**src/logic/lcsc_pkg.sv**
```systemverilog
// Package: constants for the charger state control block
package lcsc_pkg;
  // ---------------------------------------------------------------
  // Register offsets
  // ---------------------------------------------------------------
  localparam logic [7:0] ADDR_CHARGE_GO = 8'h20;
  localparam logic [7:0] ADDR_ILIM      = 8'h21;
  localparam logic [7:0] ADDR_ICHG      = 8'h22;
  localparam logic [7:0] ADDR_TSET      = 8'h23;
  localparam logic [7:0] ADDR_SUSPEND   = 8'h25;
  localparam logic [7:0] ADDR_STATE     = 8'h26;
  localparam logic [7:0] ADDR_IRQ_EN    = 8'h28;
  localparam logic [7:0] ADDR_IRQ_FLAG  = 8'h29;
  localparam logic [7:0] ADDR_IRQ_MON   = 8'h2A;
  // ---------------------------------------------------------------
  // Field positions and reset values
  // ---------------------------------------------------------------
  localparam int          ILIM_LSB       = 1;
  localparam int          ICHG_LSB       = 1;
  localparam int          TEMP_LSB       = 4;
  localparam int          RTIM_LSB       = 2;
  localparam int          STATE_LSB      = 1;
  localparam logic [3:0]  ILIM_RST       = 4'h5;
  localparam logic [3:0]  ILIM_MAX       = 4'h9;
  localparam logic [3:0]  ICHG_RST       = 4'h4;
  localparam logic [3:0]  ICHG_MAX       = 4'h8;
  localparam logic [3:0]  ICHG_TRICKLE   = 4'h0;
  localparam logic [3:0]  ICHG_LOWEST    = 4'h0;
  localparam logic [1:0]  TEMP_RST       = 2'h2;
  localparam logic [1:0]  RTIM_RST       = 2'h0;
  localparam int          IRQ_NUM        = 10;
  localparam logic [9:0]  IRQ_EN_RST     = 10'h001;
  // Request bit order
  localparam int IRQ_ADAPTER  = 0;
  localparam int IRQ_DIE      = 1;
  localparam int IRQ_BTEMP    = 2;
  localparam int IRQ_ABSENT   = 3;
  localparam int IRQ_AOV      = 4;
  localparam int IRQ_BOV      = 5;
  localparam int IRQ_READY    = 6;
  localparam int IRQ_RAPID    = 7;
  localparam int IRQ_DONE     = 8;
  localparam int IRQ_TIMEOUT  = 9;
  localparam logic [9:0] IRQ_LEVEL_MASK = 10'h00E;
  // ---------------------------------------------------------------
  // Timing
  // ---------------------------------------------------------------
  localparam longint CLK_HZ           = 250_000_000;
  localparam longint TRICKLE_MIN      = 40;
  localparam longint RAPID_MIN        = 120;
  localparam longint TRICKLE_CYC      = TRICKLE_MIN * 60 * CLK_HZ;
  localparam longint RAPID_CYC        = RAPID_MIN * 60 * CLK_HZ;
  localparam real    BLINK_HZ         = 1.5;
  localparam longint BLINK_HALF_CYC   = longint'(CLK_HZ / (2.0 * BLINK_HZ));
  localparam longint STEP_US          = 10;
  localparam longint STEP_CYC         = STEP_US * CLK_HZ / 1_000_000;
  // ---------------------------------------------------------------
  // States
  // ---------------------------------------------------------------
  typedef enum logic [3:0] {
    ST_OFF, ST_READY, ST_SUSPEND, ST_TRICKLE, ST_RAPID, ST_DONE,
    ST_BATT_ERR, ST_NO_BATT, ST_AOV, ST_BOV, ST_BTEMP
  } lcsc_state_type;
endpackage

```
**src/logic/lcsc_top.sv**
```systemverilog
// Charger state control: state machine, path control, indicator, requests
`timescale 1ns/1ps
`default_nettype none
module lcsc_top #(
  parameter longint TRICKLE_CYCLES = lcsc_pkg::TRICKLE_CYC,
  parameter longint RAPID_CYCLES   = lcsc_pkg::RAPID_CYC,
  parameter longint BLINK_CYCLES   = lcsc_pkg::BLINK_HALF_CYC,
  parameter longint STEP_CYCLES    = lcsc_pkg::STEP_CYC
) (
  input  wire logic       sys_clk,
  input  wire logic       rst,
  input  wire logic [7:0] reg_addr,
  input  wire logic [7:0] reg_wdata,
  input  wire logic       reg_wr,
  input  wire logic       reg_rd,
  output logic      [7:0] reg_rdata,
  input  wire logic       adapter_above_4v3,
  input  wire logic       adapter_above_6v2,
  input  wire logic       adapter_above_4v0,
  input  wire logic       batt_above_3v0,
  input  wire logic       batt_above_4v0,
  input  wire logic       batt_above_4v1,
  input  wire logic       batt_above_4v6,
  input  wire logic       batt_absent,
  input  wire logic       therm_above_73,
  input  wire logic       therm_below_23,
  input  wire logic       die_overheat,
  input  wire logic       total_over_limit,
  input  wire logic       chg_below_comp,
  output logic            adapter_path_switch,
  output logic            battery_path_switch,
  output logic            charge_enable,
  output logic      [3:0] charge_current_cmd,
  output logic      [3:0] current_limit_cmd,
  output logic      [1:0] die_temp_setting,
  output logic            charge_indicator_out,
  output logic            charge_indicator_oe,
  output logic            irq_out_n
);
  localparam int NIN = 13;

  typedef struct packed {
    logic [NIN-1:0]          s1;
    logic [NIN-1:0]          s2;
    logic [NIN-1:0]          s3;
    logic [NIN-1:0]          in;
    lcsc_pkg::lcsc_state_type st;
    lcsc_pkg::lcsc_state_type prev;
    logic                    charge_go;
    logic                    suspend_rel;
    logic [3:0]              ilim;
    logic [3:0]              ichg_set;
    logic [1:0]              temp_set;
    logic [1:0]              rtim_set;
    logic [9:0]              irq_en;
    logic [9:0]              irq_flag;
    logic [3:0]              ichg_cur;
    logic [40:0]             timer;
    logic [31:0]             blink_cnt;
    logic [31:0]             step_cnt;
    logic                    blink;
    logic [7:0]              rdata;
    logic                    asw;
    logic                    bsw;
    logic                    chg_en;
    logic                    led_oe;
    logic                    irq_n;
  } lcsc_regs_type;

  lcsc_regs_type r, n;
  logic [NIN-1:0] raw;
  logic           adp_ok, aov, babs, bov, btemp, die, v30, v40, v41, a40, over, below;
  logic           charging, flt;
  logic [9:0]     ev;

  assign raw = {chg_below_comp, total_over_limit, die_overheat, therm_below_23, therm_above_73,
                batt_absent, batt_above_4v6, batt_above_4v1, batt_above_4v0, batt_above_3v0,
                adapter_above_4v0, adapter_above_6v2, adapter_above_4v3};

  // -------------------------------------------------------------
  // Next state
  // -------------------------------------------------------------
  always_comb begin
    n = r;
    n.s1 = raw;
    n.s2 = r.s1;
    n.s3 = r.s2;
    // Input changes count only once two later stages agree
    for (int i = 0; i < NIN; i++) begin
      if (r.s2[i] == r.s3[i]) begin
        n.in[i] = r.s3[i];
      end
    end
    adp_ok = r.in[0] && !r.in[1];
    aov    = r.in[1];
    a40    = r.in[2];
    v30    = r.in[3];
    v40    = r.in[4];
    v41    = r.in[5];
    bov    = r.in[6];
    babs   = r.in[7];
    btemp  = r.in[8] || r.in[9];
    die    = r.in[10];
    over   = r.in[11];
    below  = r.in[12];
    flt    = bov || babs || btemp || (r.st == lcsc_pkg::ST_BATT_ERR);
    ev     = '0;
    n.rdata = 8'h00;

    // Register writes
    if (reg_wr) begin
      unique case (reg_addr)
        lcsc_pkg::ADDR_CHARGE_GO: n.charge_go = reg_wdata[0];
        lcsc_pkg::ADDR_ILIM: begin
          // Out-of-range codes clamp to the 1200 mA step
          if (reg_wdata[lcsc_pkg::ILIM_LSB +: 4] > lcsc_pkg::ILIM_MAX) begin
            n.ilim = lcsc_pkg::ILIM_MAX;
          end else begin
            n.ilim = reg_wdata[lcsc_pkg::ILIM_LSB +: 4];
          end
        end
        lcsc_pkg::ADDR_ICHG: begin
          if (reg_wdata[lcsc_pkg::ICHG_LSB +: 4] > lcsc_pkg::ICHG_MAX) begin
            n.ichg_set = lcsc_pkg::ICHG_MAX;
          end else begin
            n.ichg_set = reg_wdata[lcsc_pkg::ICHG_LSB +: 4];
          end
        end
        lcsc_pkg::ADDR_TSET: begin
          n.temp_set = reg_wdata[lcsc_pkg::TEMP_LSB +: 2];
          n.rtim_set = reg_wdata[lcsc_pkg::RTIM_LSB +: 2];
        end
        lcsc_pkg::ADDR_SUSPEND: n.suspend_rel = reg_wdata[0];
        lcsc_pkg::ADDR_IRQ_EN: n.irq_en = {reg_wdata[1:0], reg_wdata};
        lcsc_pkg::ADDR_IRQ_FLAG: n.irq_flag = r.irq_flag & ~({2'b00, reg_wdata});
        default: ;
      endcase
    end

    // State machine; protective states take priority
    unique case (r.st)
      lcsc_pkg::ST_OFF: begin
        if (adp_ok) begin
          n.st = lcsc_pkg::ST_READY;
        end
      end
      lcsc_pkg::ST_READY: begin
        if (!r.suspend_rel) begin
          n.st = lcsc_pkg::ST_SUSPEND;
        end else if (r.charge_go) begin
          n.st = lcsc_pkg::ST_TRICKLE;
        end
      end
      lcsc_pkg::ST_SUSPEND: begin
        if (r.suspend_rel) begin
          n.st = lcsc_pkg::ST_READY;
        end
      end
      lcsc_pkg::ST_TRICKLE: begin
        if (!r.suspend_rel) begin
          n.st = lcsc_pkg::ST_SUSPEND;
        end else if (!r.charge_go) begin
          n.st = lcsc_pkg::ST_READY;
        end else if (r.timer >= 41'(TRICKLE_CYCLES - 1)) begin
          n.st = lcsc_pkg::ST_BATT_ERR;
          ev[lcsc_pkg::IRQ_TIMEOUT] = 1'b1;
        end else if (v30) begin
          n.st = lcsc_pkg::ST_RAPID;
        end
      end
      lcsc_pkg::ST_RAPID: begin
        if (!r.suspend_rel) begin
          n.st = lcsc_pkg::ST_SUSPEND;
        end else if (!r.charge_go) begin
          n.st = lcsc_pkg::ST_READY;
        end else if (!v30) begin
          n.st = lcsc_pkg::ST_TRICKLE;
        end else if (below && v41 && !die) begin
          n.st = lcsc_pkg::ST_DONE;
        end else if (r.timer >= 41'(RAPID_CYCLES - 1)) begin
          n.st = lcsc_pkg::ST_DONE;
          ev[lcsc_pkg::IRQ_TIMEOUT] = 1'b1;
        end
      end
      lcsc_pkg::ST_DONE: begin
        if (!r.suspend_rel) begin
          n.st = lcsc_pkg::ST_SUSPEND;
        end else if (!r.charge_go) begin
          n.st = lcsc_pkg::ST_READY;
        end else if (!v40) begin
          n.st = lcsc_pkg::ST_RAPID;
        end
      end
      lcsc_pkg::ST_BATT_ERR: ;
      lcsc_pkg::ST_NO_BATT: begin
        if (!babs) begin
          n.st = lcsc_pkg::ST_READY;
        end
      end
      lcsc_pkg::ST_AOV: begin
        if (!a40) begin
          n.st = lcsc_pkg::ST_OFF;
        end
      end
      lcsc_pkg::ST_BOV: begin
        if (babs) begin
          n.st = lcsc_pkg::ST_NO_BATT;
        end
      end
      lcsc_pkg::ST_BTEMP: begin
        if (!btemp) begin
          n.st = r.prev;
        end
      end
      default: n.st = lcsc_pkg::ST_OFF;
    endcase

    // Protective entries, highest first
    if (aov) begin
      n.st = lcsc_pkg::ST_AOV;
    end else if (r.st != lcsc_pkg::ST_AOV) begin
      if (r.st != lcsc_pkg::ST_OFF && bov) begin
        n.st = lcsc_pkg::ST_BOV;
      end else if (r.st != lcsc_pkg::ST_OFF && babs && r.st != lcsc_pkg::ST_BOV) begin
        n.st = lcsc_pkg::ST_NO_BATT;
      end else if (btemp && r.st != lcsc_pkg::ST_BTEMP && r.st != lcsc_pkg::ST_OFF &&
                   r.st != lcsc_pkg::ST_BOV && r.st != lcsc_pkg::ST_NO_BATT) begin
        n.st = lcsc_pkg::ST_BTEMP;
        n.prev = r.st;
      end else if (!r.in[0] && r.st != lcsc_pkg::ST_BTEMP) begin
        n.st = lcsc_pkg::ST_OFF;
      end
    end

    // Suspend bit forcing
    if (!(r.st inside {lcsc_pkg::ST_OFF, lcsc_pkg::ST_AOV, lcsc_pkg::ST_SUSPEND,
          lcsc_pkg::ST_READY, lcsc_pkg::ST_TRICKLE, lcsc_pkg::ST_RAPID, lcsc_pkg::ST_DONE})) begin
      n.suspend_rel = 1'b1;
    end
    if (r.st == lcsc_pkg::ST_AOV && flt) begin
      n.suspend_rel = 1'b1;
    end

    // Timers restart on entry, clear on leaving
    if (n.st != r.st || !(r.st inside {lcsc_pkg::ST_TRICKLE, lcsc_pkg::ST_RAPID})) begin
      n.timer = '0;
    end else begin
      n.timer = r.timer + 41'h1;
    end

    // Current command
    charging = (r.st inside {lcsc_pkg::ST_TRICKLE, lcsc_pkg::ST_RAPID}) && adp_ok;
    n.step_cnt = (r.step_cnt >= 32'(STEP_CYCLES - 1)) ? 32'h0 : r.step_cnt + 32'h1;
    if (!charging) begin
      n.ichg_cur = lcsc_pkg::ICHG_LOWEST;
    end else if (die) begin
      n.ichg_cur = lcsc_pkg::ICHG_LOWEST;
    end else if (r.st == lcsc_pkg::ST_TRICKLE) begin
      n.ichg_cur = lcsc_pkg::ICHG_TRICKLE;
    end else if (over) begin
      n.ichg_cur = (r.ichg_cur == 4'h0) ? 4'h0 : r.ichg_cur - 4'h1;
    end else if (r.step_cnt == 32'h0 && r.ichg_cur < r.ichg_set) begin
      n.ichg_cur = r.ichg_cur + 4'h1;
    end else if (r.ichg_cur > r.ichg_set) begin
      n.ichg_cur = r.ichg_set;
    end

    // Power path
    n.chg_en = charging;
    unique case (r.st)
      lcsc_pkg::ST_DONE, lcsc_pkg::ST_NO_BATT, lcsc_pkg::ST_BOV, lcsc_pkg::ST_BTEMP,
      lcsc_pkg::ST_BATT_ERR: begin
        n.asw = 1'b1;
        n.bsw = 1'b0;
      end
      lcsc_pkg::ST_AOV: begin
        n.asw = flt;
        n.bsw = !flt;
      end
      lcsc_pkg::ST_OFF, lcsc_pkg::ST_SUSPEND: begin
        n.asw = 1'b0;
        n.bsw = 1'b1;
      end
      default: begin
        n.asw = adp_ok;
        n.bsw = 1'b1;
      end
    endcase

    // Indicator: drive low means lit
    if (r.blink_cnt >= 32'(BLINK_CYCLES - 1)) begin
      n.blink_cnt = 32'h0;
      n.blink = !r.blink;
    end else begin
      n.blink_cnt = r.blink_cnt + 32'h1;
    end
    unique case (r.st)
      lcsc_pkg::ST_RAPID: n.led_oe = 1'b1;
      lcsc_pkg::ST_OFF, lcsc_pkg::ST_READY, lcsc_pkg::ST_SUSPEND, lcsc_pkg::ST_DONE:
        n.led_oe = 1'b0;
      default: n.led_oe = r.blink;
    endcase

    // Requests: events latch, set wins over clear
    ev[lcsc_pkg::IRQ_ADAPTER] = n.in[0] != r.in[0];
    ev[lcsc_pkg::IRQ_AOV]     = n.in[1] && !r.in[1];
    ev[lcsc_pkg::IRQ_BOV]     = n.in[6] && !r.in[6];
    ev[lcsc_pkg::IRQ_READY]   = n.st == lcsc_pkg::ST_READY && r.st != lcsc_pkg::ST_READY;
    ev[lcsc_pkg::IRQ_RAPID]   = n.st == lcsc_pkg::ST_RAPID && r.st != lcsc_pkg::ST_RAPID;
    ev[lcsc_pkg::IRQ_DONE]    = n.st == lcsc_pkg::ST_DONE && r.st != lcsc_pkg::ST_DONE;
    n.irq_flag = (n.irq_flag & ~lcsc_pkg::IRQ_LEVEL_MASK) | ev;
    n.irq_flag[lcsc_pkg::IRQ_DIE]    = die;
    n.irq_flag[lcsc_pkg::IRQ_BTEMP]  = btemp;
    n.irq_flag[lcsc_pkg::IRQ_ABSENT] = babs;
    n.irq_n = ~|(r.irq_flag & r.irq_en);

    // Register reads
    if (reg_rd) begin
      unique case (reg_addr)
        lcsc_pkg::ADDR_CHARGE_GO: n.rdata = {7'h00, r.charge_go};
        lcsc_pkg::ADDR_ILIM:      n.rdata = {3'h0, r.ilim, 1'b0};
        lcsc_pkg::ADDR_ICHG:      n.rdata = {3'h0, r.ichg_set, 1'b0};
        lcsc_pkg::ADDR_TSET:      n.rdata = {2'h0, r.temp_set, 2'h0 , 2'h0} |
                                            {4'h0, r.rtim_set, 2'h0};
        lcsc_pkg::ADDR_SUSPEND:   n.rdata = {7'h00, r.suspend_rel};
        lcsc_pkg::ADDR_STATE:     n.rdata = {3'h0, r.st, 1'b0};
        lcsc_pkg::ADDR_IRQ_EN:    n.rdata = r.irq_en[7:0];
        lcsc_pkg::ADDR_IRQ_FLAG:  n.rdata = r.irq_flag[7:0];
        lcsc_pkg::ADDR_IRQ_MON:   n.rdata = {r.irq_flag[9:8], r.irq_en[9:8], 4'h0};
        default:                  n.rdata = 8'h00;
      endcase
    end
  end

  // -------------------------------------------------------------
  // State register
  // -------------------------------------------------------------
  always_ff @(posedge sys_clk) begin
    if (rst) begin
      r             <= '0;
      r.st          <= lcsc_pkg::ST_OFF;
      r.prev        <= lcsc_pkg::ST_OFF;
      r.charge_go   <= 1'b1;
      r.suspend_rel <= 1'b1;
      r.ilim        <= lcsc_pkg::ILIM_RST;
      r.ichg_set    <= lcsc_pkg::ICHG_RST;
      r.temp_set    <= lcsc_pkg::TEMP_RST;
      r.rtim_set    <= lcsc_pkg::RTIM_RST;
      r.irq_en      <= lcsc_pkg::IRQ_EN_RST;
      r.bsw         <= 1'b1;
      r.irq_n       <= 1'b1;
    end else begin
      r <= n;
    end
  end

  assign reg_rdata            = r.rdata;
  assign adapter_path_switch  = r.asw;
  assign battery_path_switch  = r.bsw;
  assign charge_enable        = r.chg_en;
  assign charge_current_cmd   = r.ichg_cur;
  assign current_limit_cmd    = r.ilim;
  assign die_temp_setting     = r.temp_set;
  assign charge_indicator_out = 1'b0;
  assign charge_indicator_oe  = r.led_oe;
  assign irq_out_n            = r.irq_n;

  // -------------------------------------------------------------
  // Checks
  // -------------------------------------------------------------
  property p_trickle_cur;
    @(posedge sys_clk) disable iff (rst)
      (r.st == lcsc_pkg::ST_TRICKLE) |=> (r.ichg_cur == lcsc_pkg::ICHG_TRICKLE);
  endproperty
  a_trickle_cur: assert property (p_trickle_cur) else $error("trickle current high");

  property p_irq;
    @(posedge sys_clk) disable iff (rst)
      (|(r.irq_flag & r.irq_en)) |=> !irq_out_n;
  endproperty
  a_irq: assert property (p_irq) else $error("irq not asserted");

  property p_aov;
    @(posedge sys_clk) disable iff (rst) aov |=> (r.st == lcsc_pkg::ST_AOV);
  endproperty
  a_aov: assert property (p_aov) else $error("adapter overvolt missed");

  property p_susp_force;
    @(posedge sys_clk) disable iff (rst)
      (r.st inside {lcsc_pkg::ST_BOV, lcsc_pkg::ST_NO_BATT, lcsc_pkg::ST_BATT_ERR,
                    lcsc_pkg::ST_BTEMP}) |=> r.suspend_rel;
  endproperty
  a_susp_force: assert property (p_susp_force) else $error("suspend bit not forced");

  property p_led_rapid;
    @(posedge sys_clk) disable iff (rst)
      (r.st == lcsc_pkg::ST_RAPID) [*2] |-> charge_indicator_oe;
  endproperty
  a_led_rapid: assert property (p_led_rapid) else $error("indicator off in rapid");

  property p_die;
    @(posedge sys_clk) disable iff (rst) die |=> (r.ichg_cur == lcsc_pkg::ICHG_LOWEST);
  endproperty
  a_die: assert property (p_die) else $error("overheat current not lowest");

  property p_done_path;
    @(posedge sys_clk) disable iff (rst)
      (r.st == lcsc_pkg::ST_DONE) [*2] |-> (adapter_path_switch && !battery_path_switch);
  endproperty
  a_done_path: assert property (p_done_path) else $error("done path wrong");

  property p_timer;
    @(posedge sys_clk) disable iff (rst)
      !(r.st inside {lcsc_pkg::ST_TRICKLE, lcsc_pkg::ST_RAPID}) |=> (r.timer == 41'h0);
  endproperty
  a_timer: assert property (p_timer) else $error("timer not cleared");
endmodule // lcsc_top
`default_nettype wire

```
**config.mk**
```make
export PLATFORM = sky130hd
export DESIGN_NAME = lcsc_top
export DESIGN_NICKNAME = d
export VERILOG_FILES = /design/src/logic/lcsc_pkg.sv /design/src/logic/lcsc_top.sv
export SDC_FILE = /design/constraint.sdc
export NUM_CORES = 1
export LEC_CHECK = 0
export BUFFER_PORTS_ARGS = -buffer_cell sky130_fd_sc_hd__buf_2
export CORE_MARGIN = 10
export CORE_UTILIZATION = 45
export CTS_CLUSTER_DIAMETER = 60
export DETAILED_ROUTE_END_ITERATION = 10
export GPL_ROUTABILITY_DRIVEN = 0
export PLACE_DENSITY = 0.66
export SLEW_MARGIN = 30
export SYNTH_ARGS = -nofsm -noshare
export SYNTH_HDL_FRONTEND = slang
export SYNTH_SLANG_ARGS = --single-unit
```
**constraint.sdc**
```tcl
create_clock -name sys_clk -period 3.73 [get_ports sys_clk]
set_clock_uncertainty 0.2 [all_clocks]
set_input_delay 0.9325 -clock sys_clk [delete_from_list [all_inputs] [get_ports sys_clk]]
set_output_delay 0.9325 -clock sys_clk [all_outputs]
set_load 0.005 [all_outputs]
```
==> metrics.csv <==
metric;value;unit
run status;finished, final reports clean;
CTS Buf Count;24;
fmax;285.9;MHz
cell taking the most area after synthesis;dfxtp_1;
port bufs;55;
Post-synth EDFFs;0;
DR vias;7829;
# IOs;57;
Met3 Wirelength;1233;um
share of the synthesized area in the top cell type;0.4421;
HP Class;reg -> reg;
DRT iter0 DRCs;572;
Die Ht;167.4;um
max_cap viols;0;
peak supply drop;0.4010;mV
top_reg_cell synth;dfxtp_1;
Syn Std Cell Area;9782;um2
setup TNS;0;ns
clock slew seen by the registers of the worst setup and hold paths;0.06;ns
top routing layer used;met4;
H-tree level count;1;
Post-CTS Setup Inserts;0;
Arr. time, crit path;3.75;ns
actual slew at the worst max-slew pin;0.7668;ns
pin count of the biggest net entering global routing;50;
Critical Setup Path Class;reg -> reg;
Slew Limit Fails;0;
Final HPWL DP;14760;um
Rel. slew slack;0.4883;
Sink Count;216;
final instance area;11220;um2
Pre-antenna DRT Iters;5;
Post-CTS Resized;0;
ANT nets after route;0;
crit path launch type;register;
routed wire length;21330;um
Root Driver;clkbuf_16;
Routed WL per cell;14.47;um
Critical Path End Type;register;
first-pass GRT wire length;35980;um
RSZ-0062 raised after global routing;no;
post-synthesis sequential area ratio;0.4421;
maximum buffer depth of the clock tree;3;
Clock Latency Late Sink;0.53;ns
Chip Width;167.4;um
post-synth cell types;70;
Cells after Synth;1126;
commonest cells in the netlist;dfxtp_1 (216), nor2_1 (132), nand2_1 (88);
drt drc;0;
CTS tree;built;
final hold violations;0;
min Tclk post-route;3.498;ns
Metal-1 WL;10380;um
share of cells above drive strength 1;0.1410;
Layout Nets;1227;
syn avg cell area;8.687;um2
DP Area;10320;um2
CP Max Fanout;13;
total grt overflow;0;
Leakage Power;3.978;nW
wire length on met2;9300;um
required time worst endpoint;3.98;ns
site row count;53;
Synth area leaders;dfxtp_1 (44%), nor2_1 (5.1%), nor3_2 (4.1%);
initial antenna violation count;0;
area delta synth->final;14.67;%
starting density of the core;0.4610;
FFs w/ async S/R, synth;0;
yosys warns;0;
die area;28030;um2
ANT cells;0;
CTS Hold Bufs;0;
All-Layer GR Usage;0.1450;
drt via density;5.311;
placed cell count;1431;
final setup fails;0;
P per Cell Area;450.6;nW/um2
most frequent cell after synthesis;dfxtp_1;
vias in the first global route;7372;
crit share post-route;0.9377;
Layout Cells excl Fill;1474;
core area;21220;um2
flop and latch count out of synthesis;216;
[layout by cell type (no fill, tap or decap), drive strengths merged, types with 6 or more instances in the layout]
master  count
dfxtp     216
nor2      132
nand2      88
buf        79
nor3       70
a21oi      63
nand3      54
nor2b      52
o21ai      45
xor2       39
xnor2      38
clkbuf     29
conb       26
inv        25
nand4      20
and3       16
nand2b     15
nand3b     13
nor4       13
a22oi      12
mux2i      12
ha         12
a211o       7
or2         6
and4        6
o31ai       6
bufinv      6
or4         6
clkinv      6
[state kept, by name, summed over array words and instances, names as in the netlist, 2 cells and up]
signal	flops
charge_current_cmd	4
n	26
current_limit_cmd	4
r	160
reg_rdata	8
die_temp_setting	2
[through the flow]
| stage | utilization | worst slack, ns | hold WS (ns) | total power, W |
|---|---|---|---|---|
| after floorplan | - | 0.3703 | 0.2138 | 0.002455 |
| after global routing | 0.5286 | 0.07188 | 0.2516 | 0.005219 |
| after CTS | 0.5286 | 0.2170 | 0.2361 | 0.005112 |
| final | 0.5286 | 0.2324 | 0.2354 | 0.005055 |
| after detailed placement | 0.4863 | 0.2301 | 0.2220 | 0.002490 |
| after global placement | 0.4863 | 0.2969 | 0.2170 | 0.002487 |
[cell families (layout without fill, tap and decap cells)]
family                     count (synthesis)  count (layout)  share of synthesized area
other                                      1              26                  0.0003834
AOI/OAI and AO/OA                        190             190                     0.1233
xor gates and xnor gates                  77              77                    0.06894
adders and majority gates                 13              13                    0.01637
DFF                                      216             216                     0.4421
muxes                                     13              13                    0.01381
buffers and inverters                    102             150                    0.05040
and+or+nand+nor                          514             514                     0.2847
[report_power, final]
| part | internal (W) | switching (W) | total (W) |
|---|---|---|---|
| clock network | 0.00165 | 0.000967 | 0.00261 |
| registers | 0.00234 | 0.0000124 | 0.00235 |
| logic | 0.0000346 | 0.0000519 | 0.0000865 |
[cell type report]
class / instances / area (um2)
flip-flops and latches: 216 / 4324
clock inverters: 14 / 257.7
well taps: 275 / 344.1
multi-input cells: 833 / 5064
inverters: 28 / 105.1
repair buffers: 79 / 483.0
fillers: 2011 / 10000
clock buffers: 29 / 639.4
[worst max-delay path, stage by stage (launching register included)]
cell	delay, ns
dfxtp_1	0.36
or4_4	0.51
or4_1	0.54
nor4_1	0.26
a41o_1	0.22
and3b_1	0.24
a221o_1	0.37
mux2_4	0.33
buf_4	0.21
nor3_2	0.19
[path summary, 6_finish.rpt]
| check | depth (start not counted) | slack (ns) | to | from |
|---|---|---|---|---|
| hold / removal | 1 | 0.24 | n[178]$_SDFF_PP0_ | n[191]$_SDFF_PP0_ |
| hold reg to reg | 1 | 0.24 | n[178]$_SDFF_PP0_ | n[191]$_SDFF_PP0_ |
| setup reg to reg | 9 | 0.23 | r[92]$_SDFF_PP0_ | r[99]$_SDFF_PP0_ |
| setup / recovery | 9 | 0.23 | r[92]$_SDFF_PP0_ | r[99]$_SDFF_PP0_ |
[metal layers]
| layer | global-route usage | vias up |
|---|---|---|
| met3 | 0.03043 | 31 |
| met5 | 0 | - |
| met1 | 0.2004 | 3613 |
| met4 | 0.03823 | 0 |
| li1 | - | 3993 |
| met2 | 0.2240 | 192 |
Note: power is estimated with default switching activity, not from simulation.
